**src/common/eirs_pkg.sv**
```systemverilog
// constants and carrier types for the external interrupt pin and reset cause block
// assumes a 32-bit avalon-mm slave with byte addressing and registers in byte lane 0
package eirs_pkg;

  // ------------------------------------------------------------------
  // register map
  // ------------------------------------------------------------------
  localparam int ADDR_W = 4;
  localparam int DATA_W = 32;
  localparam logic [ADDR_W-1:0] OFS_PIN_CTRL = 4'h0;
  localparam logic [ADDR_W-1:0] OFS_RESET_CAUSE = 4'h4;
  localparam logic [ADDR_W-1:0] OFS_LV_CTRL = 4'h8;

  // ------------------------------------------------------------------
  // pin control and status fields
  // ------------------------------------------------------------------
  localparam int PIN_PULL_DISABLE_BIT = 6;
  localparam int PIN_POLARITY_BIT = 5;
  localparam int PIN_FUNCTION_EN_BIT = 4;
  localparam int PIN_EVENT_FLAG_BIT = 3;
  localparam int PIN_EVENT_ACK_BIT = 2;
  localparam int PIN_INT_EN_BIT = 1;
  localparam int PIN_DETECT_MODE_BIT = 0;

  // ------------------------------------------------------------------
  // reset cause fields, bits 3 and 0 read zero
  // ------------------------------------------------------------------
  localparam int CAUSE_POWER_ON_BIT = 7;
  localparam int CAUSE_PIN_BIT = 6;
  localparam int CAUSE_WATCHDOG_BIT = 5;
  localparam int CAUSE_ILLEGAL_OP_BIT = 4;
  localparam int CAUSE_CLOCK_LOSS_BIT = 2;
  localparam int CAUSE_LOW_VOLTAGE_BIT = 1;
  localparam logic [7:0] CAUSE_POWER_ON_VALUE = 8'h82;

  // ------------------------------------------------------------------
  // low-voltage control fields
  // ------------------------------------------------------------------
  localparam int LV_DETECT_EN_BIT = 0;
  localparam int LV_INT_EN_BIT = 1;
  localparam int LV_RESET_EN_BIT = 2;
  localparam int LV_STOP_EN_BIT = 3;
  localparam int LV_FLAG_BIT = 4;
  localparam int LV_ACK_BIT = 5;

  // ------------------------------------------------------------------
  // carriers
  // ------------------------------------------------------------------
  typedef struct packed {
    logic pull_disable;
    logic polarity_select;
    logic function_enable;
    logic int_enable;
    logic detection_mode;
  } eirs_pin_cfg_t;

  typedef struct packed {
    logic detect_enable;
    logic int_enable;
    logic reset_enable;
    logic stop_enable;
  } eirs_lv_cfg_t;

  typedef struct packed {
    logic power_on;
    logic pin;
    logic watchdog;
    logic illegal_op;
    logic clock_loss;
    logic low_voltage;
  } eirs_cause_t;

endpackage : eirs_pkg

```
**src/design/eirs_top.sv**
```systemverilog
// external interrupt pin unit and reset cause register behind an avalon-mm slave
// assumes reset-cause inputs come from the reset controller on MCLK and stay valid
// through the first clock edge after RESET_N releases; IRQ_PIN and LV_TRIP are asynchronous
//
// Operation
// RULE_01: with pin enabled, pull device off when pull-disable is 1, on when 0.
// RULE_02: polarity 0 detects falling edge or low level, 1 rising or high.
// RULE_03: pin enabled with rising polarity turns the pullup into a pulldown.
// RULE_04: pin serves as interrupt input only while pin-enable is 1.
// RULE_05: event flag set by qualifying detection; software cannot set it.
// RULE_06: writing 1 to acknowledge clears flag; 0 does nothing; reads return 0.
// RULE_07: in edge-and-level mode acknowledge cannot clear while pin stays asserted.
// RULE_08: interrupt enable 1 requests interrupt whenever event flag is 1.
// RULE_09: mode 0 is edge only; mode 1 responds to edge and sustained level.
// RULE_10: reset cause register holds read-only flags; writes never change them.
// RULE_11: debug forced reset leaves every cause flag cleared.
// RULE_12: any write to reset cause address restarts watchdog, flags unchanged.
// RULE_13: power-on reset sets power-on and low-voltage flags, clears others.
// RULE_14: low-voltage reset keeps power-on flag, sets low-voltage, clears others.
// RULE_15: other resets set flags of sources active at that moment, clear rest.
// RULE_16: external reset pin low level sets pin flag, bit 6.
// RULE_17: watchdog timeout sets watchdog flag, bit 5; blocked by watchdog enable 0.
// RULE_18: illegal opcode flag for bad opcode, disabled stop or disabled background.
// RULE_19: loss of external clock sets clock-loss flag, bit 2.
// RULE_20: reset and stop enables with low-voltage trip cause reset, set flag.
// RULE_21: reserved bits 3 and 0 of reset cause register read zero.
// RULE_22: detect and interrupt enabled, reset off: trip sets flag, raises interrupt.
//
// Added by the designer: the register offsets and the Avalon-MM interface to the registers.
`timescale 1ns/1ps
module eirs_top (
  input wire logic MCLK,
  input wire logic RESET_N,
  input wire logic POR_N,
  input wire logic [eirs_pkg::ADDR_W-1:0] AVS_ADDRESS,
  input wire logic AVS_READ,
  input wire logic AVS_WRITE,
  input wire logic [eirs_pkg::DATA_W-1:0] AVS_WRITEDATA,
  input wire logic [3:0] AVS_BYTEENABLE,
  output logic [eirs_pkg::DATA_W-1:0] AVS_READDATA,
  output logic AVS_WAITREQUEST,
  input wire logic IRQ_PIN,
  output logic IRQ_PULL_EN,
  output logic IRQ_PULL_DOWN,
  output logic IRQ_REQ,
  input wire logic LV_TRIP,
  input wire logic STOP_ACTIVE,
  output logic LV_RESET_REQ,
  output logic LV_INT_REQ,
  output logic WDOG_RESTART,
  input wire logic CAUSE_LOW_VOLTAGE,
  input wire logic CAUSE_DEBUG_FORCE,
  input wire logic CAUSE_PIN,
  input wire logic CAUSE_WATCHDOG,
  input wire logic WATCHDOG_ENABLE,
  input wire logic CAUSE_ILLEGAL_OPCODE,
  input wire logic CAUSE_STOP_EXEC,
  input wire logic STOP_MODE_ENABLE,
  input wire logic CAUSE_BACKGROUND_INSTRUCTION_EXEC,
  input wire logic BACKGROUND_MODE_ENABLE,
  input wire logic CAUSE_CLOCK_LOSS
);

  // ------------------------------------------------------------------
  // declarations
  // ------------------------------------------------------------------
  eirs_pkg::eirs_pin_cfg_t pin_cfg_q;
  eirs_pkg::eirs_lv_cfg_t lv_cfg_q;
  eirs_pkg::eirs_cause_t cause_q;
  eirs_pkg::eirs_cause_t cause_d;
  logic pin_meta_q;
  logic pin_sync_q;
  logic trip_meta_q;
  logic trip_sync_q;
  logic asserted_prev_q;
  logic pin_asserted;
  logic pin_edge;
  logic pin_event;
  logic pin_flag_q;
  logic lv_flag_q;
  logic lv_int_event;
  logic lv_reset_event;
  logic wait_q;
  logic bus_req;
  logic bus_commit;
  logic wr_commit;
  logic [7:0] rd_byte;
  logic reset_window_q;

  // ------------------------------------------------------------------
  // helpers
  // ------------------------------------------------------------------
  // write strobe for one register, lane 0 only since data sits in the low byte
  function automatic logic reg_wr(input logic commit, input logic [eirs_pkg::ADDR_W-1:0] addr,
                                  input logic [eirs_pkg::ADDR_W-1:0] ofs, input logic lane0);
    reg_wr = commit & (addr == ofs) & lane0;
  endfunction : reg_wr

  // pack the cause flags into their byte positions
  function automatic logic [7:0] cause_byte(input eirs_pkg::eirs_cause_t c);
    logic [7:0] b;
    b = 8'h00;
    b[eirs_pkg::CAUSE_POWER_ON_BIT] = c.power_on;
    b[eirs_pkg::CAUSE_PIN_BIT] = c.pin;
    b[eirs_pkg::CAUSE_WATCHDOG_BIT] = c.watchdog;
    b[eirs_pkg::CAUSE_ILLEGAL_OP_BIT] = c.illegal_op;
    b[eirs_pkg::CAUSE_CLOCK_LOSS_BIT] = c.clock_loss;
    b[eirs_pkg::CAUSE_LOW_VOLTAGE_BIT] = c.low_voltage;
    cause_byte = b;
  endfunction : cause_byte

  // ------------------------------------------------------------------
  // avalon-mm slave
  // ------------------------------------------------------------------
  // one wait cycle: read data is registered, then waitrequest drops for one cycle
  // limitation: every access costs two cycles, traded for a registered read path
  assign bus_req = AVS_READ | AVS_WRITE;
  assign bus_commit = bus_req & ~wait_q;
  assign wr_commit = AVS_WRITE & ~wait_q;

  always_ff @(posedge MCLK or negedge RESET_N) begin
    if (!RESET_N) begin
      wait_q <= 1'b1;
    end else if (bus_commit) begin
      wait_q <= 1'b1;
    end else if (bus_req) begin
      wait_q <= 1'b0;
    end
  end

  always_comb begin
    rd_byte = 8'h00;
    case (AVS_ADDRESS)
      eirs_pkg::OFS_PIN_CTRL: begin
        rd_byte[eirs_pkg::PIN_PULL_DISABLE_BIT] = pin_cfg_q.pull_disable;
        rd_byte[eirs_pkg::PIN_POLARITY_BIT] = pin_cfg_q.polarity_select;
        rd_byte[eirs_pkg::PIN_FUNCTION_EN_BIT] = pin_cfg_q.function_enable;
        rd_byte[eirs_pkg::PIN_EVENT_FLAG_BIT] = pin_flag_q;
        rd_byte[eirs_pkg::PIN_INT_EN_BIT] = pin_cfg_q.int_enable;
        rd_byte[eirs_pkg::PIN_DETECT_MODE_BIT] = pin_cfg_q.detection_mode;
      end
      eirs_pkg::OFS_RESET_CAUSE: begin
        rd_byte = cause_byte(cause_q); // RULE_21
      end
      eirs_pkg::OFS_LV_CTRL: begin
        rd_byte[eirs_pkg::LV_DETECT_EN_BIT] = lv_cfg_q.detect_enable;
        rd_byte[eirs_pkg::LV_INT_EN_BIT] = lv_cfg_q.int_enable;
        rd_byte[eirs_pkg::LV_RESET_EN_BIT] = lv_cfg_q.reset_enable;
        rd_byte[eirs_pkg::LV_STOP_EN_BIT] = lv_cfg_q.stop_enable;
        rd_byte[eirs_pkg::LV_FLAG_BIT] = lv_flag_q;
      end
      default: begin
        rd_byte = 8'h00;
      end
    endcase
  end

  // acknowledge bits are never stored, so they read back as zero
  always_ff @(posedge MCLK or negedge RESET_N) begin
    if (!RESET_N) begin
      AVS_READDATA <= '0;
    end else if (AVS_READ & wait_q) begin
      AVS_READDATA <= {{(eirs_pkg::DATA_W-8){1'b0}}, rd_byte}; // RULE_06
    end
  end

  assign AVS_WAITREQUEST = wait_q;

  // ------------------------------------------------------------------
  // pin control register
  // ------------------------------------------------------------------
  always_ff @(posedge MCLK or negedge RESET_N) begin
    if (!RESET_N) begin
      pin_cfg_q <= '0;
    end else if (reg_wr(wr_commit, AVS_ADDRESS, eirs_pkg::OFS_PIN_CTRL, AVS_BYTEENABLE[0])) begin
      pin_cfg_q.pull_disable <= AVS_WRITEDATA[eirs_pkg::PIN_PULL_DISABLE_BIT];
      pin_cfg_q.polarity_select <= AVS_WRITEDATA[eirs_pkg::PIN_POLARITY_BIT];
      pin_cfg_q.function_enable <= AVS_WRITEDATA[eirs_pkg::PIN_FUNCTION_EN_BIT];
      pin_cfg_q.int_enable <= AVS_WRITEDATA[eirs_pkg::PIN_INT_EN_BIT];
      pin_cfg_q.detection_mode <= AVS_WRITEDATA[eirs_pkg::PIN_DETECT_MODE_BIT];
    end
  end

  // ------------------------------------------------------------------
  // pin synchroniser and detector
  // ------------------------------------------------------------------
  always_ff @(posedge MCLK or negedge RESET_N) begin
    if (!RESET_N) begin
      pin_meta_q <= 1'b0;
      pin_sync_q <= 1'b0;
    end else begin
      pin_meta_q <= IRQ_PIN;
      pin_sync_q <= pin_meta_q;
    end
  end

  assign pin_asserted = pin_cfg_q.polarity_select ? pin_sync_q : ~pin_sync_q; // RULE_02

  // starts as asserted so the cleared synchroniser cannot fake an edge after reset
  always_ff @(posedge MCLK or negedge RESET_N) begin
    if (!RESET_N) begin
      asserted_prev_q <= 1'b1;
    end else begin
      asserted_prev_q <= pin_asserted;
    end
  end

  assign pin_edge = pin_asserted & ~asserted_prev_q;
  // level term keeps the flag pinned while the pin holds its active level
  assign pin_event = pin_cfg_q.function_enable & // RULE_04
                     (pin_edge | (pin_cfg_q.detection_mode & pin_asserted)); // RULE_09

  // set wins over acknowledge in the same cycle
  always_ff @(posedge MCLK or negedge RESET_N) begin
    if (!RESET_N) begin
      pin_flag_q <= 1'b0;
    end else if (pin_event) begin
      pin_flag_q <= 1'b1; // RULE_05 RULE_07
    end else if (reg_wr(wr_commit, AVS_ADDRESS, eirs_pkg::OFS_PIN_CTRL, AVS_BYTEENABLE[0]) &&
                 AVS_WRITEDATA[eirs_pkg::PIN_EVENT_ACK_BIT]) begin
      pin_flag_q <= 1'b0; // RULE_06
    end
  end

  // ------------------------------------------------------------------
  // pin outputs
  // ------------------------------------------------------------------
  // pull stays off while the pin function is disabled
  always_ff @(posedge MCLK or negedge RESET_N) begin
    if (!RESET_N) begin
      IRQ_PULL_EN <= 1'b0;
    end else begin
      IRQ_PULL_EN <= pin_cfg_q.function_enable & ~pin_cfg_q.pull_disable; // RULE_01
    end
  end

  always_ff @(posedge MCLK or negedge RESET_N) begin
    if (!RESET_N) begin
      IRQ_PULL_DOWN <= 1'b0;
    end else begin
      IRQ_PULL_DOWN <= pin_cfg_q.function_enable & pin_cfg_q.polarity_select; // RULE_03
    end
  end

  // one cycle behind the flag, so a polling read may see the flag first
  always_ff @(posedge MCLK or negedge RESET_N) begin
    if (!RESET_N) begin
      IRQ_REQ <= 1'b0;
    end else begin
      IRQ_REQ <= pin_cfg_q.int_enable & pin_flag_q; // RULE_08
    end
  end

  // ------------------------------------------------------------------
  // low-voltage control
  // ------------------------------------------------------------------
  always_ff @(posedge MCLK or negedge RESET_N) begin
    if (!RESET_N) begin
      trip_meta_q <= 1'b0;
      trip_sync_q <= 1'b0;
    end else begin
      trip_meta_q <= LV_TRIP;
      trip_sync_q <= trip_meta_q;
    end
  end

  always_ff @(posedge MCLK or negedge RESET_N) begin
    if (!RESET_N) begin
      lv_cfg_q <= '0;
    end else if (reg_wr(wr_commit, AVS_ADDRESS, eirs_pkg::OFS_LV_CTRL, AVS_BYTEENABLE[0])) begin
      lv_cfg_q.detect_enable <= AVS_WRITEDATA[eirs_pkg::LV_DETECT_EN_BIT];
      lv_cfg_q.int_enable <= AVS_WRITEDATA[eirs_pkg::LV_INT_EN_BIT];
      lv_cfg_q.reset_enable <= AVS_WRITEDATA[eirs_pkg::LV_RESET_EN_BIT];
      lv_cfg_q.stop_enable <= AVS_WRITEDATA[eirs_pkg::LV_STOP_EN_BIT];
    end
  end

  // detector is off in stop unless the stop enable keeps it alive
  assign lv_reset_event = trip_sync_q & lv_cfg_q.detect_enable & lv_cfg_q.reset_enable &
                          (~STOP_ACTIVE | lv_cfg_q.stop_enable); // RULE_20
  assign lv_int_event = trip_sync_q & lv_cfg_q.detect_enable & ~lv_cfg_q.reset_enable &
                        (~STOP_ACTIVE | lv_cfg_q.stop_enable); // RULE_22

  always_ff @(posedge MCLK or negedge RESET_N) begin
    if (!RESET_N) begin
      lv_flag_q <= 1'b0;
    end else if (lv_int_event) begin
      lv_flag_q <= 1'b1; // RULE_22
    end else if (reg_wr(wr_commit, AVS_ADDRESS, eirs_pkg::OFS_LV_CTRL, AVS_BYTEENABLE[0]) &&
                 AVS_WRITEDATA[eirs_pkg::LV_ACK_BIT]) begin
      lv_flag_q <= 1'b0;
    end
  end

  always_ff @(posedge MCLK or negedge RESET_N) begin
    if (!RESET_N) begin
      LV_RESET_REQ <= 1'b0;
    end else begin
      LV_RESET_REQ <= lv_reset_event; // RULE_20
    end
  end

  always_ff @(posedge MCLK or negedge RESET_N) begin
    if (!RESET_N) begin
      LV_INT_REQ <= 1'b0;
    end else begin
      LV_INT_REQ <= lv_flag_q & lv_cfg_q.int_enable; // RULE_22
    end
  end

  // ------------------------------------------------------------------
  // watchdog restart
  // ------------------------------------------------------------------
  // any write, any lanes, restarts the count; stored flags are untouched
  always_ff @(posedge MCLK or negedge RESET_N) begin
    if (!RESET_N) begin
      WDOG_RESTART <= 1'b0;
    end else begin
      WDOG_RESTART <= wr_commit & (AVS_ADDRESS == eirs_pkg::OFS_RESET_CAUSE); // RULE_12
    end
  end

  // ------------------------------------------------------------------
  // reset cause capture
  // ------------------------------------------------------------------
  // high while RESET_N is low and at the first edge after release; cause inputs are sampled on each of those edges
  always_ff @(posedge MCLK or negedge RESET_N) begin
    if (!RESET_N) begin
      reset_window_q <= 1'b1;
    end else begin
      reset_window_q <= 1'b0;
    end
  end

  always_comb begin
    cause_d = cause_q;
    if (CAUSE_DEBUG_FORCE) begin
      cause_d = '0; // RULE_11
    end else if (CAUSE_LOW_VOLTAGE) begin
      cause_d = '0; // RULE_14
      cause_d.power_on = cause_q.power_on;
      cause_d.low_voltage = 1'b1;
    end else begin
      cause_d = '0; // RULE_15
      cause_d.pin = CAUSE_PIN; // RULE_16
      cause_d.watchdog = CAUSE_WATCHDOG & WATCHDOG_ENABLE; // RULE_17
      cause_d.illegal_op = CAUSE_ILLEGAL_OPCODE | // RULE_18
                           (CAUSE_STOP_EXEC & ~STOP_MODE_ENABLE) |
                           (CAUSE_BACKGROUND_INSTRUCTION_EXEC & ~BACKGROUND_MODE_ENABLE);
      cause_d.clock_loss = CAUSE_CLOCK_LOSS; // RULE_19
    end
  end

  // power-on alone resets this store; warm resets reload it from cause_d, keeping the
  // power-on flag only on low-voltage resets; no bus path writes it
  always_ff @(posedge MCLK or negedge POR_N) begin
    if (!POR_N) begin
      cause_q <= '0;
      cause_q.power_on <= 1'b1; // RULE_13
      cause_q.low_voltage <= 1'b1; // RULE_13
    end else if (reset_window_q) begin
      cause_q <= cause_d; // RULE_10
    end
  end

endmodule : eirs_top

```
**config.mk**
```make
export PLATFORM = sky130hd
export DESIGN_NAME = eirs_top
export DESIGN_NICKNAME = d
export VERILOG_FILES = /design/src/common/eirs_pkg.sv /design/src/design/eirs_top.sv
export SDC_FILE = /design/constraint.sdc
export NUM_CORES = 1
export LEC_CHECK = 0
export ABC_AREA = 1
export BUFFER_PORTS_ARGS = -buffer_cell sky130_fd_sc_hd__buf_2
export CORE_ASPECT_RATIO = 0.8
export CORE_MARGIN = 2
export CORE_UTILIZATION = 46
export CTS_BUF_LIST = sky130_fd_sc_hd__clkbuf_4 sky130_fd_sc_hd__clkbuf_8
export CTS_CLUSTER_DIAMETER = 40
export DETAILED_ROUTE_END_ITERATION = 10
export PLACE_DENSITY = 0.82
export SYNTH_ARGS = -nofsm -noshare
export SYNTH_HDL_FRONTEND = slang
export SYNTH_SLANG_ARGS = --single-unit
```
**constraint.sdc**
```tcl
create_clock -name MCLK -period 1.5 [get_ports MCLK]
set_input_delay 0.075 -clock MCLK [delete_from_list [all_inputs] [get_ports MCLK]]
set_output_delay 0.075 -clock MCLK [all_outputs]
set_load 0.01 [all_outputs]
```
==> results of run 1 <==
[layout by cell type, fill, tap and decap left out, drive strengths merged, types with 2 or more instances in the layout]
cell,count
nand2,57
buf,46
dfrtp,33
conb,25
inv,22
nand3,19
nor2,14
o21ai,10
dlygate4sd3,8
dfstp,5
clkbuf,5
a21oi,5
a22o,2
clkinv,2
[power breakdown]
part | leakage [uW] | switching, uW | internal [uW] | total, uW
logic | 0.000720 | 230 | 142 | 372
registers | 0.000469 | 71.1 | 1150 | 1230
clock network | 0.0000579 | 360 | 489 | 849
total | 0.00125 | 661 | 1780 | 2450
[kinds of logic after synthesis]
kind of cell / after synthesis
compound gates: 19
xor+xnor: 1
buf+inv: 48
flops: 38
other cells: 1
simple gates: 92
[cell usage after synthesis (2+ instances only)]
cell	count	area, um2
a21oi_1	4	20.0
inv_1	22	82.6
nor2_2	3	18.8
a22o_1	2	17.5
nor2_1	8	30.0
nand2_2	2	12.5
dfrtp_1	33	826
buf_4	24	180
o21ai_0	9	45.0
nand3_1	19	95.1
nand2_1	54	203
nor2_4	2	22.5
dfstp_2	5	131
[worst max-delay path, delay by kind of cell, from the launching register on]
| kind | cells | cell delay (ns) |
|---|---|---|
| AO/OA/AOI/OAI | 1 | 0.10 |
| flip-flops | 1 | 0.54 |
| buffers and inverters | 2 | 0.21 |
| AND/OR/NAND/NOR | 3 | 0.32 |
[layer usage]
| layer | wire length (um) | vias to the layer above | global-route usage |
|---|---|---|---|
| met2 | 1660 | 50 | 0.279 |
| met3 | 235 | 8 | 0.0793 |
| met4 | 52 | 0 | 0.0675 |
| li1 | - | 691 | - |
| met1 | 1600 | 644 | 0.224 |
| met5 | 0 | - | 0 |
[per-stage QoR]
stage | utilization | instance area [um2]
floorplan | - | 1880
global placement | 0.525 | 1970
detailed placement | 0.525 | 1970
CTS | 0.575 | 2160
global route | 0.577 | 2160
finish | 0.577 | 2160
[path summary, 6_finish.rpt]
check	startpoint	end	slack (ns)	cells past startpoint
worst max-delay path	AVS_WAITREQUEST	lv_cfg_q[1]	0.25	6
worst min-delay path	CAUSE_ILLEGAL_OPCODE	cause_q[2]	0.01	3
worst max register to register	AVS_WAITREQUEST	lv_cfg_q[1]	0.25	6
worst min register to register	trip_meta_q	trip_sync_q	0.35	0
max in group asynchronous	RESET_N	AVS_READDATA[2]	0.70	2
min in group asynchronous	POR_N	cause_q[3]	0.18	2
[final cells by class]
type / count / area, um2 / share of cell area
Tap cell: 44 / 55.1 / 0.0254
Multi-Input combinational cell: 137 / 648 / 0.299
Clock inverter: 3 / 40.0 / 0.0185
Sequential cell: 38 / 957 / 0.442
Clock buffer: 5 / 68.8 / 0.0318
Timing Repair Buffer: 54 / 313 / 0.145
Inverter: 22 / 82.6 / 0.0382
[state kept, by name, summed over array words and instances, names as in the netlist, 4 cells and up]
register      flops
cause_q           6
pin_cfg_q         5
lv_cfg_q          4
AVS_READDATA      8
[what timing repair did]
action / in CTS / in global routing
hold buffers: 8 / 0
setup endpoints to repair: 0 / 1
endpoints found under the hold margin: 41 / 0
gates resized for setup: 0 / 1
==> metrics.md, run 1 <==
| Metric | Value |
|---|---|
| Status | finished, final reports clean |
| Number of clock sinks | 38 |
| Setup Fix Bufs, Post-CTS | 0 |
| Diodes inserted | 0 |
| Router iterations before antenna repair | 4 |
| Number of standard cells in the layout, taps in and fillers out | 303 |
| Net count of the finished layout | approximately 320 |
| Skew final | between 0.0015 and 0.002 ns |
| Headroom to the max-slew limit | 0.544 |
| Detailed Route WL | between 3000 and 4000 um |
| Remaining global-route overflow | 0 |
| CP Class | reg2reg |
| CP Data Required Time | around 1.7 ns |
| Minimum setup slack in the final design | roughly 0.25 ns |
| Sequential element share of the synthesized area | 0.535 |
| Count of standard-cell rows | 20 |
| Total clock buffers created by CTS | 5 |
| Nature of the critical path endpoint | flip-flop |
| Post-Synth Simple-Gate Area | 0.237 |
| Fraction of final layout cells sized beyond drive strength 1 | 0.270 |
| Synthesized cell area | between 1500 and 2000 um2 |
| Number of distinct library cells after synthesis | 25 |
| Master of the slowest instance on the critical path | dfstp_2 |
| GP Congestion | between 0.7 and 0.8 |
| Maximum buffer depth of the clock tree | 2 |
| Placed cells | around 290 |
| Min cycle time layout | roughly 1.3 ns |
| EDFF count, synth | 0 |
| Die outline width | approximately 74 um |
| Floorplan Core Area | around 3800 um2 |
| Number of antenna violations at the first check in global routing | 0 |
| Latest clock arrival within the worst-skew pair | slightly below 0.3 ns |
| Antenna Nets Post-Route | 0 |
| Largest net degree at the start of global routing | 33 |
| Via count of the first global-routing pass | 1315 |
| Synthesized netlist cell count | 199 |
| Cell repeated most along the worst path | inv_1 |
| Maximum level of the CTS H-tree | 2 |
| Die area | ~4400 um2 |
| Period utilisation layout | 0.836 |
| XOR/XNOR share of the synthesized area | 0.00490 |
| Total DRC errors in the routed layout | 0 |
| Post-place setup slack | around 0.26 ns |
| Via count | 1393 |
| Final Hold Slack | ~0.014 ns |
| Count of fill cells added during filler insertion | 355 |
| Static Leak | ~0.0012 uW |
| CTS tree | yes |
| Final hold violation count | 0 |
| Number of pins with negative max-slew slack in the final report | 0 |
| Number of max-cap violations | 0 |
| Height of the die | ~60 um |
| Pin slew with the least headroom to its limit | roughly 0.68 ns |
| Avg Inst Size Synth | approximately 9 um2 |
| Main combinational cell family by area after synthesis | simple AND/OR/NAND/NOR gates |
| Clock transition at the registers of the reported paths | 0.07 ns |
| Async set-or-reset flop fraction in the synthesized netlist | 1.00 |
| Library cell used as clock root buffer | clkbuf_8 |
| Compound-gate portion of the synthesized area | 0.0650 |
| Adder-cell share of the synthesized area | 0 |
| Top-level port count | a little under 100 |
| Count of port buffers added during placement | between 40 and 50 |
| Fin Setup TNS | 0 ns |
| Critical path, cell by cell | inv_1 -> nand3_1 -> inv_1 -> nand2_4 -> nor2_1 -> a21oi_1 |
| Most used flip-flop cell after synthesis | dfrtp_1 |
| Overall power of the completed layout | 2450 uW |
| Total power per unit cell area | between 1000 and 1500 nW/um2 |
| Maximum resistive drop on vdd | 588 uV |
| Total number of yosys warnings | 0 |
| Post-DP HPWL | between 2000 and 3000 um |
| Final-report setup violation count | 0 |
| Drt wl/cell | 11.7 um |
| Arrival time reported for the critical path endpoint | approximately 1.5 ns |
| Setup crit start kind | flip-flop |
| Initial drt markers | 44 |
| RSZ-0062 raised after global routing | no |
| Total Routing Usage GR | 0.180 |
| Effective utilization at floorplan | 0.477 |
| Mux share of post-synthesis cell area | 0 |
| Layout overhead on the synthesized area | 21.0% |
| Vias/cell | ~4.6 |
| Highest fanout seen on the critical path | 6 |
| Global-route wire length before repair | about 5700 um |
| Post-synthesis sequential element count | 38 |
| Timing-limited maximum frequency | 798 MHz |
| Biggest cell delay along the critical path | between 0.5 and 0.6 ns |
| Type of the most critical hold path | in2reg |
No activity file was read; power rests on OpenSTA's default activity.
==> run 2, diff against run 1 <==
CORE_UTILIZATION = 41   (was 46)
PLACE_DENSITY = 0.78   (was 0.82)
clock period = 1.15 ns   (was 1.5 ns; I/O delays follow)
==> run 2 against run 1 <==
Effect of this change:
- the run now ends with hold timing left
- sequential share of layout area decreased by 2.8 points
- global-route usage decreased by 2.2 points
- wire length increased by 2.5%
- maximum frequency increased by 13%
- critical path depth unchanged
- worst hold slack got worse by 0.014 ns
- register-to-register slack got worse by 0.20 ns
- sequential power increased by 30%
- power increased by 44%
- largest cell class unchanged
==> metrics.md, run 2 (same netlist as run 1, synthesis figures left out) <==
| Metric | Value |
|---|---|
| Status | finished, violations left (was finished, final reports clean) |
| Violated checks | hold timing |
| Vias/cell | 4.37 (was 4.60) |
| Final Hold Slack | -0.000545 ns (was 0.0138 ns) |
| CP Data Required Time | 1.37 ns (was 1.72 ns) |
| Largest net degree at the start of global routing | 19 (was 33) |
| Setup crit start kind | flip-flop (unchanged) |
| Post-DP HPWL | 2760 um (was 2620 um) |
| Count of standard-cell rows | 21 (was 20) |
| GP Congestion | 0.810 (was 0.779) |
| Maximum level of the CTS H-tree | 2 (unchanged) |
| Area after DPL | 2050 um2 (was 1970 um2) |
| Via count of the first global-routing pass | 1369 (was 1315) |
| Initial drt markers | 50 (was 44) |
| Total DRC errors in the routed layout | 0 (unchanged) |
| Arrival time reported for the critical path endpoint | 1.33 ns (was 1.48 ns) |
| Total Routing Usage GR | 0.158 (was 0.180) |
| Max FFs per register | 8 (unchanged) |
| Floorplan Core Area | 4180 um2 (was 3750 um2) |
| Die area | 4910 um2 (was 4410 um2) |
| Fin Setup TNS | 0 ns (unchanged) |
| RSZ-0062 raised after global routing | yes (was no) |
| Via count | 1411 (was 1393) |
| Final-report setup violation count | 0 (unchanged) |
| Diodes inserted | 0 (unchanged) |
| Total clock buffers created by CTS | 5 (unchanged) |
| Timing-limited maximum frequency | 904 MHz (was 798 MHz) |
| Effective utilization at floorplan | 0.428 (was 0.477) |
| Number of stages on the worst hold path | 3 (unchanged) |
| Number of antenna violations at the first check in global routing | 0 (unchanged) |
| Antenna Nets Post-Route | 0 (unchanged) |
| Number of pins with negative max-slew slack in the final report | 0 (unchanged) |
| Drt wl/cell | 11.3 um (was 11.7 um) |
| Worst r2r src | AVS_WAITREQUEST (unchanged) |
| Critical path, cell by cell | inv_2 -> nand3_4 -> nor2_4 -> buf_6 -> nor2_2 -> a21oi_2 (was inv_1 -> nand3_1 -> inv_1 -> nand2_4 -> nor2_1 -> a21oi_1) |
| Final core utilization | 0.553 (was 0.577) |
| R2r endpoint | pin_cfg_q[1] (was lv_cfg_q[1]) |
| Layout overhead on the synthesized area | 29.2% (was 21.0%) |
| Library cell used as clock root buffer | clkbuf_8 (unchanged) |
| Total power per unit cell area | 1530 nW/um2 (was 1130 nW/um2) |
| Highest fanout seen on the critical path | 6 (unchanged) |
| Setup slack, reg-to-reg | 0.04 ns (was 0.25 ns) |
| Number of max-cap violations | 0 (unchanged) |
| Regs by FF count | AVS_READDATA: 8 flops, cause_q: 6 flops, pin_cfg_q: 5 flops (unchanged) |
| Total non-filler cell area in the finished layout | 2310 um2 (was 2160 um2) |
| Die outline width | 77.9 um (was 73.7 um) |
| CP Class | reg2reg (unchanged) |
| Master of the slowest instance on the critical path | dfstp_2 (unchanged) |
| Min cycle time layout | 1.11 ns (was 1.25 ns) |
| Height of the die | 63.1 um (was 59.8 um) |
| Maximum resistive drop on vdd | 774 uV (was 588 uV) |
| Final hold violation count | 1 (was 0) |
| Maximum buffer depth of the clock tree | 2 (unchanged) |
| Skew final | 0.00626 ns (was 0.00160 ns) |
| Latest clock arrival within the worst-skew pair | 0.29 ns (about the same) |
| Period utilisation layout | 0.962 (was 0.836) |
| Nature of the critical path endpoint | flip-flop (unchanged) |
| Global-route wire length before repair | 5950 um (was 5690 um) |
| Remaining global-route overflow | 0 (unchanged) |
| Biggest cell delay along the critical path | 0.37 ns (was 0.54 ns) |
| Clock transition at the registers of the reported paths | 0.08 ns (was 0.07 ns) |
| Top-level port count | 98 (unchanged) |
| Min-Delay Startpoint | AVS_WRITEDATA[5] (was CAUSE_ILLEGAL_OPCODE) |
| Count of port buffers added during placement | 45 (unchanged) |
| Register-to-Register Path Depth | 6 (unchanged) |
| Fraction of final layout cells sized beyond drive strength 1 | 0.308 (was 0.270) |
| Type of the most critical hold path | in2reg (unchanged) |
| Net count of the finished layout | 324 (was 317) |
| Router iterations before antenna repair | 4 (unchanged) |
| Top library cells by usage in the layout, fill and taps aside | 53 x nand2_1, 45 x buf_2, 33 x dfrtp_1 (was 54 x nand2_1, 45 x buf_2, 33 x dfrtp_1) |
| Static Leak | 0.00130 uW (was 0.00125 uW) |
| CTS tree | yes (unchanged) |
| Hold worst-path end | pin_cfg_q[3] (was cause_q[2]) |
| Number of clock sinks | 38 (unchanged) |
| Detailed Route WL | 3640 um (was 3550 um) |
| Top reg by flops | AVS_READDATA (unchanged) |
| Commonest non-fill, non-tap cell in the layout | nand2_1 (unchanged) |
-- run 2: cell count changes in the layout (fill, tap and decap cells not counted), sizes merged --
cell / change
bufinv: +1
clkbuf: +1
buf: +7
clkinv: -2
-- run 2: layer usage --
metal | track usage | vias up | wire (um)
li1 | - | 711 | -
met1 | 0.195 | 657 | 1610
met2 | 0.266 | 37 | 1750
met3 | 0.0444 | 6 | 229
met4 | 0.0536 | 0 | 46
met5 | 0 | - | 0
-- run 2: stage by stage --
step	setup WS [ns]	cells	total power, uW
floorplan	0.0121	223	1940
global placement	-0.0520	307	2100
detailed placement	-0.0786	307	2130
CTS	0.00674	323	3540
global route	-0.0361	323	3700
finish	0.0439	323	3530
-- run 2: final cells by class --
type                            instances  area, um2
Fill cell                             390       1870
Sequential cell                        38        957
Multi-Input combinational cell        137        669
Timing Repair Buffer                   61        389
Clock buffer                            6       82.6
Inverter                               22       82.6
Tap cell                               57       71.3
Clock inverter                          2       60.1
-- run 2: worst max-delay path, delay by kind of cell (launching register included) --
family / cells / cell delay, ns
AOI/OAI and AO/OA: 1 / 0.10
DFF: 1 / 0.37
buffers and inverters: 2 / 0.21
and+or+nand+nor: 3 / 0.34
-- run 2: power by group --
part | switching (uW) | internal (uW) | total [uW]
Sequential | 97.1 | 1510 | 1600
Combinational | 317 | 217 | 534
Clock | 470 | 925 | 1400
Total | 885 | 2650 | 3530
-- run 2: what timing repair did --
item | CTS | global route
hold buffers | 8 | 0
gates resized for setup | 3 | 10
buffers inserted | 0 | 0
pin swaps | 1 | 2
setup endpoints to repair | 12 | 17
endpoints found under the hold margin | 43 | 0
-- run 2: worst max path at each step --
stage                                from           end  slack [ns]  depth (start not counted)
after floorplan           AVS_WAITREQUEST   lv_cfg_q[1]        0.01                          6
after global placement     reset_window_q    cause_q[2]       -0.05                          4
after detailed placement   reset_window_q    cause_q[2]       -0.08                          4
after CTS                 AVS_WAITREQUEST  pin_cfg_q[4]       0.007                          6
after global routing      AVS_WAITREQUEST  pin_cfg_q[1]       -0.04                          6
final                     AVS_WAITREQUEST  pin_cfg_q[1]        0.04                          6
==> run 3, diff against run 2 <==
BUFFER_PORTS_ARGS = -buffer_cell sky130_fd_sc_hd__buf_4   (was -buffer_cell sky130_fd_sc_hd__buf_2)
CAP_MARGIN = 20   (was default)
CORE_MARGIN = default   (was 2)
==> run 3 against run 2 <==
Effect of this change:
- the flow now finishes without violations
- wire length is 4.0% lower
- flip-flop and latch count unchanged
- via count hardly changed
- critical path type is now reg2out
- largest power group unchanged
==> metrics.md, run 3 (same netlist as run 1, synthesis figures left out) <==
| Metric | Value |
|---|---|
| Biggest cell delay along the critical path | 0.54 ns (was 0.37 ns) |
| Power Internal | 2290 uW (was 2650 uW) |
| Family with the most delay on the worst path | flip-flops (unchanged) |
| CTS tree | yes (unchanged) |
| Count of port buffers added during placement | 45 (unchanged) |
| Post-place setup slack | -0.112 ns (was -0.0786 ns) |
| Total power per unit cell area | 1320 nW/um2 (was 1530 nW/um2) |
| Number of pins with negative max-slew slack in the final report | 0 (unchanged) |
| Buffering stage count on the worst path with inverters included | 2 (unchanged) |
| Top-level port count | 98 (unchanged) |
| Cell repeated most along the worst path | buf_4 |
| Power share of the clock group | 0.302 (was 0.395) |
| Overall power of the completed layout | 3150 uW (was 3530 uW) |
| Number of clock sinks | 38 (unchanged) |
| Largest net degree at the start of global routing | 33 (was 19) |
| Max FFs per register | 8 (unchanged) |
| Maximum level of the CTS H-tree | 2 (unchanged) |
| Period utilisation layout | 0.971 (was 0.962) |
| Height of the die | 61.1 um (was 63.1 um) |
| CP Class | reg2out (was reg2reg) |
| Fraction of final layout cells sized beyond drive strength 1 | 0.299 (was 0.308) |
| Minimum setup slack in the final design | 0.0334 ns (was 0.0439 ns) |
| Initial drt markers | 62 (was 50) |
| Type of the most critical hold path | in2reg (unchanged) |
| Library cell used as clock root buffer | clkbuf_8 (unchanged) |
| RSZ-0062 raised after global routing | yes (unchanged) |
| Highest fanout seen on the critical path | 2 (was 6) |
| Total clock buffers created by CTS | 5 (unchanged) |
| Via count | 1410 (was 1411) |
| Flop pwr share | 0.510 (was 0.454) |
| Arrival time reported for the critical path endpoint | 1.06 ns (was 1.33 ns) |
| Via count of the first global-routing pass | 1330 (was 1369) |
| Diodes inserted | 0 (unchanged) |
| Vias/cell | 4.34 (was 4.37) |
| Maximum resistive drop on vdd | 952 uV (was 774 uV) |
| Drt wl/cell | 10.7 um (was 11.3 um) |
| Number of antenna violations at the first check in global routing | 0 (unchanged) |
| Effective utilization at floorplan | 0.428 (unchanged) |
| Top reg by flops | AVS_READDATA (unchanged) |
| Final-report setup violation count | 0 (unchanged) |
| Switching power total | 865 uW (was 885 uW) |
| Total non-filler cell area in the finished layout | 2390 um2 (was 2310 um2) |
| Switching part of the total power | 0.274 (was 0.250) |
| Die outline width | 75.9 um (was 77.9 um) |
| Critical path, cell by cell | buf_4 -> buf_4 (was inv_2 -> nand3_4 -> nor2_4 -> buf_6 -> nor2_2 -> a21oi_2) |
| Placed cells | 303 (was 307) |
| Count of standard-cell rows | 21 (unchanged) |
| GP Congestion | 0.784 (was 0.810) |
| Clock transition at the registers of the reported paths | 0.07 ns (was 0.08 ns) |
| Setup crit start kind | flip-flop (unchanged) |
| Antenna Nets Post-Route | 0 (unchanged) |
| Global-route wire length before repair | 5680 um (was 5950 um) |
| Router iterations before antenna repair | 4 (unchanged) |
| Number of standard cells in the layout, taps in and fillers out | 325 (was 323) |
| Number of max-cap violations | 0 (unchanged) |
| Static Leak | 0.00131 uW (was 0.00130 uW) |
| Commonest non-fill, non-tap cell in the layout | nand2_1 (unchanged) |
| Nature of the critical path endpoint | output port (was flip-flop) |
| Area after DPL | 2120 um2 (was 2050 um2) |
| Min cycle time layout | 1.12 ns (was 1.11 ns) |
| Total DRC errors in the routed layout | 0 (unchanged) |
| Fin Setup TNS | 0 ns (unchanged) |
| Skew final | 0.00484 ns (was 0.00626 ns) |
| Timing-limited maximum frequency | 896 MHz (was 904 MHz) |
| Detailed Route WL | 3490 um (was 3640 um) |
| Master of the slowest instance on the critical path | dfstp_2 (unchanged) |
| Total Routing Usage GR | 0.171 (was 0.158) |
| Layout overhead on the synthesized area | 33.5% (was 29.2%) |
| Net count of the finished layout | 326 (was 324) |
| Post-DP HPWL | 2570 um (was 2760 um) |
| Final hold violation count | 0 (was 1) |
| Status | finished, final reports clean (was finished, violations left) |
| Top library cells by usage in the layout, fill and taps aside | 53 x nand2_1, 49 x buf_4, 33 x dfrtp_1 (was 53 x nand2_1, 45 x buf_2, 33 x dfrtp_1) |
| Remaining global-route overflow | 0 (unchanged) |
| Regs by FF count | AVS_READDATA: 8 flops, cause_q: 6 flops, pin_cfg_q: 5 flops (unchanged) |
| Floorplan Core Area | 4180 um2 (unchanged) |
| Latest clock arrival within the worst-skew pair | 0.29 ns (about the same) |
| CP Data Required Time | 1.09 ns (was 1.37 ns) |
| Part of the total power dissipated in combinational logic | 0.189 (was 0.151) |
| Die area | 4630 um2 (was 4910 um2) |
| Maximum buffer depth of the clock tree | 2 (unchanged) |
## run 3: cell count changes in the layout (fill, tap and decap cells not counted), moves of 2 or more
cell,delta
buf_2,-45
buf_4,+45
buf_6,-2
bufinv_16,-2
dlygate4sd3_1,+4
o21ai_0,+2
o21ai_1,-2
## run 3: power by group through the flow
stage                     combinational (uW)  clock (uW)  sequential [uW]
final                                    596         952             1610
after global placement                   527           0             1620
after global routing                     675        1030             1630
after CTS                                582         978             1610
after floorplan                          304           0             1630
after detailed placement                 545           0             1630
## run 3: final cells by class
type / count / area (um2)
Timing Repair Buffer: 62 / 499
Sequential cell: 38 / 957
Clock inverter: 1 / 5.00
Clock buffer: 7 / 90.1
Tap cell: 57 / 71.3
Inverter: 22 / 85.1
Multi-Input combinational cell: 138 / 681
Fill cell: 380 / 1790
## run 3: repair_timing
item,in CTS,in global routing
pin swaps,0,2
setup buffers,0,1
resized for setup,2,9
hold endpoints to repair,44,0
hold buffers,12,0
gates cloned,0,1
endpoints found under the setup margin,12,23
## run 3: routing by layer
| layer | part of all wire | GRT usage |
|---|---|---|
| met5 | 0 | 0 |
| met4 | 0.013 | 0.0661 |
| met3 | 0.053 | 0.0393 |
| met2 | 0.47 | 0.273 |
| met1 | 0.46 | 0.230 |
## run 3: final timing paths
check | depth (start not counted) | slack, ns | endpoint | start
worst min-delay path | 3 | 0.007 | cause_q[2] | CAUSE_ILLEGAL_OPCODE
worst max-delay path | 2 | 0.03 | AVS_WAITREQUEST | AVS_WAITREQUEST
min in group asynchronous | 2 | 0.10 | cause_q[3] | POR_N
worst min register to register | 0 | 0.35 | pin_sync_q | pin_meta_q
worst max register to register | 5 | 0.06 | pin_cfg_q[1] | AVS_WAITREQUEST
max in group asynchronous | 2 | 0.60 | asserted_prev_q | RESET_N
## run 3: worst min-delay path, stage by stage
cell and delay, ns:
buf_4 0.07, o21ai_0 0.07, nand2_1 0.06
## run 3: through the flow
stage	hold WS (ns)	utilization
final	0.00717	0.572
after global routing	0.0193	0.572
after CTS	0.00524	0.562
after detailed placement	-0.134	0.508
after global placement	-0.135	0.508
after floorplan	-0.238	-
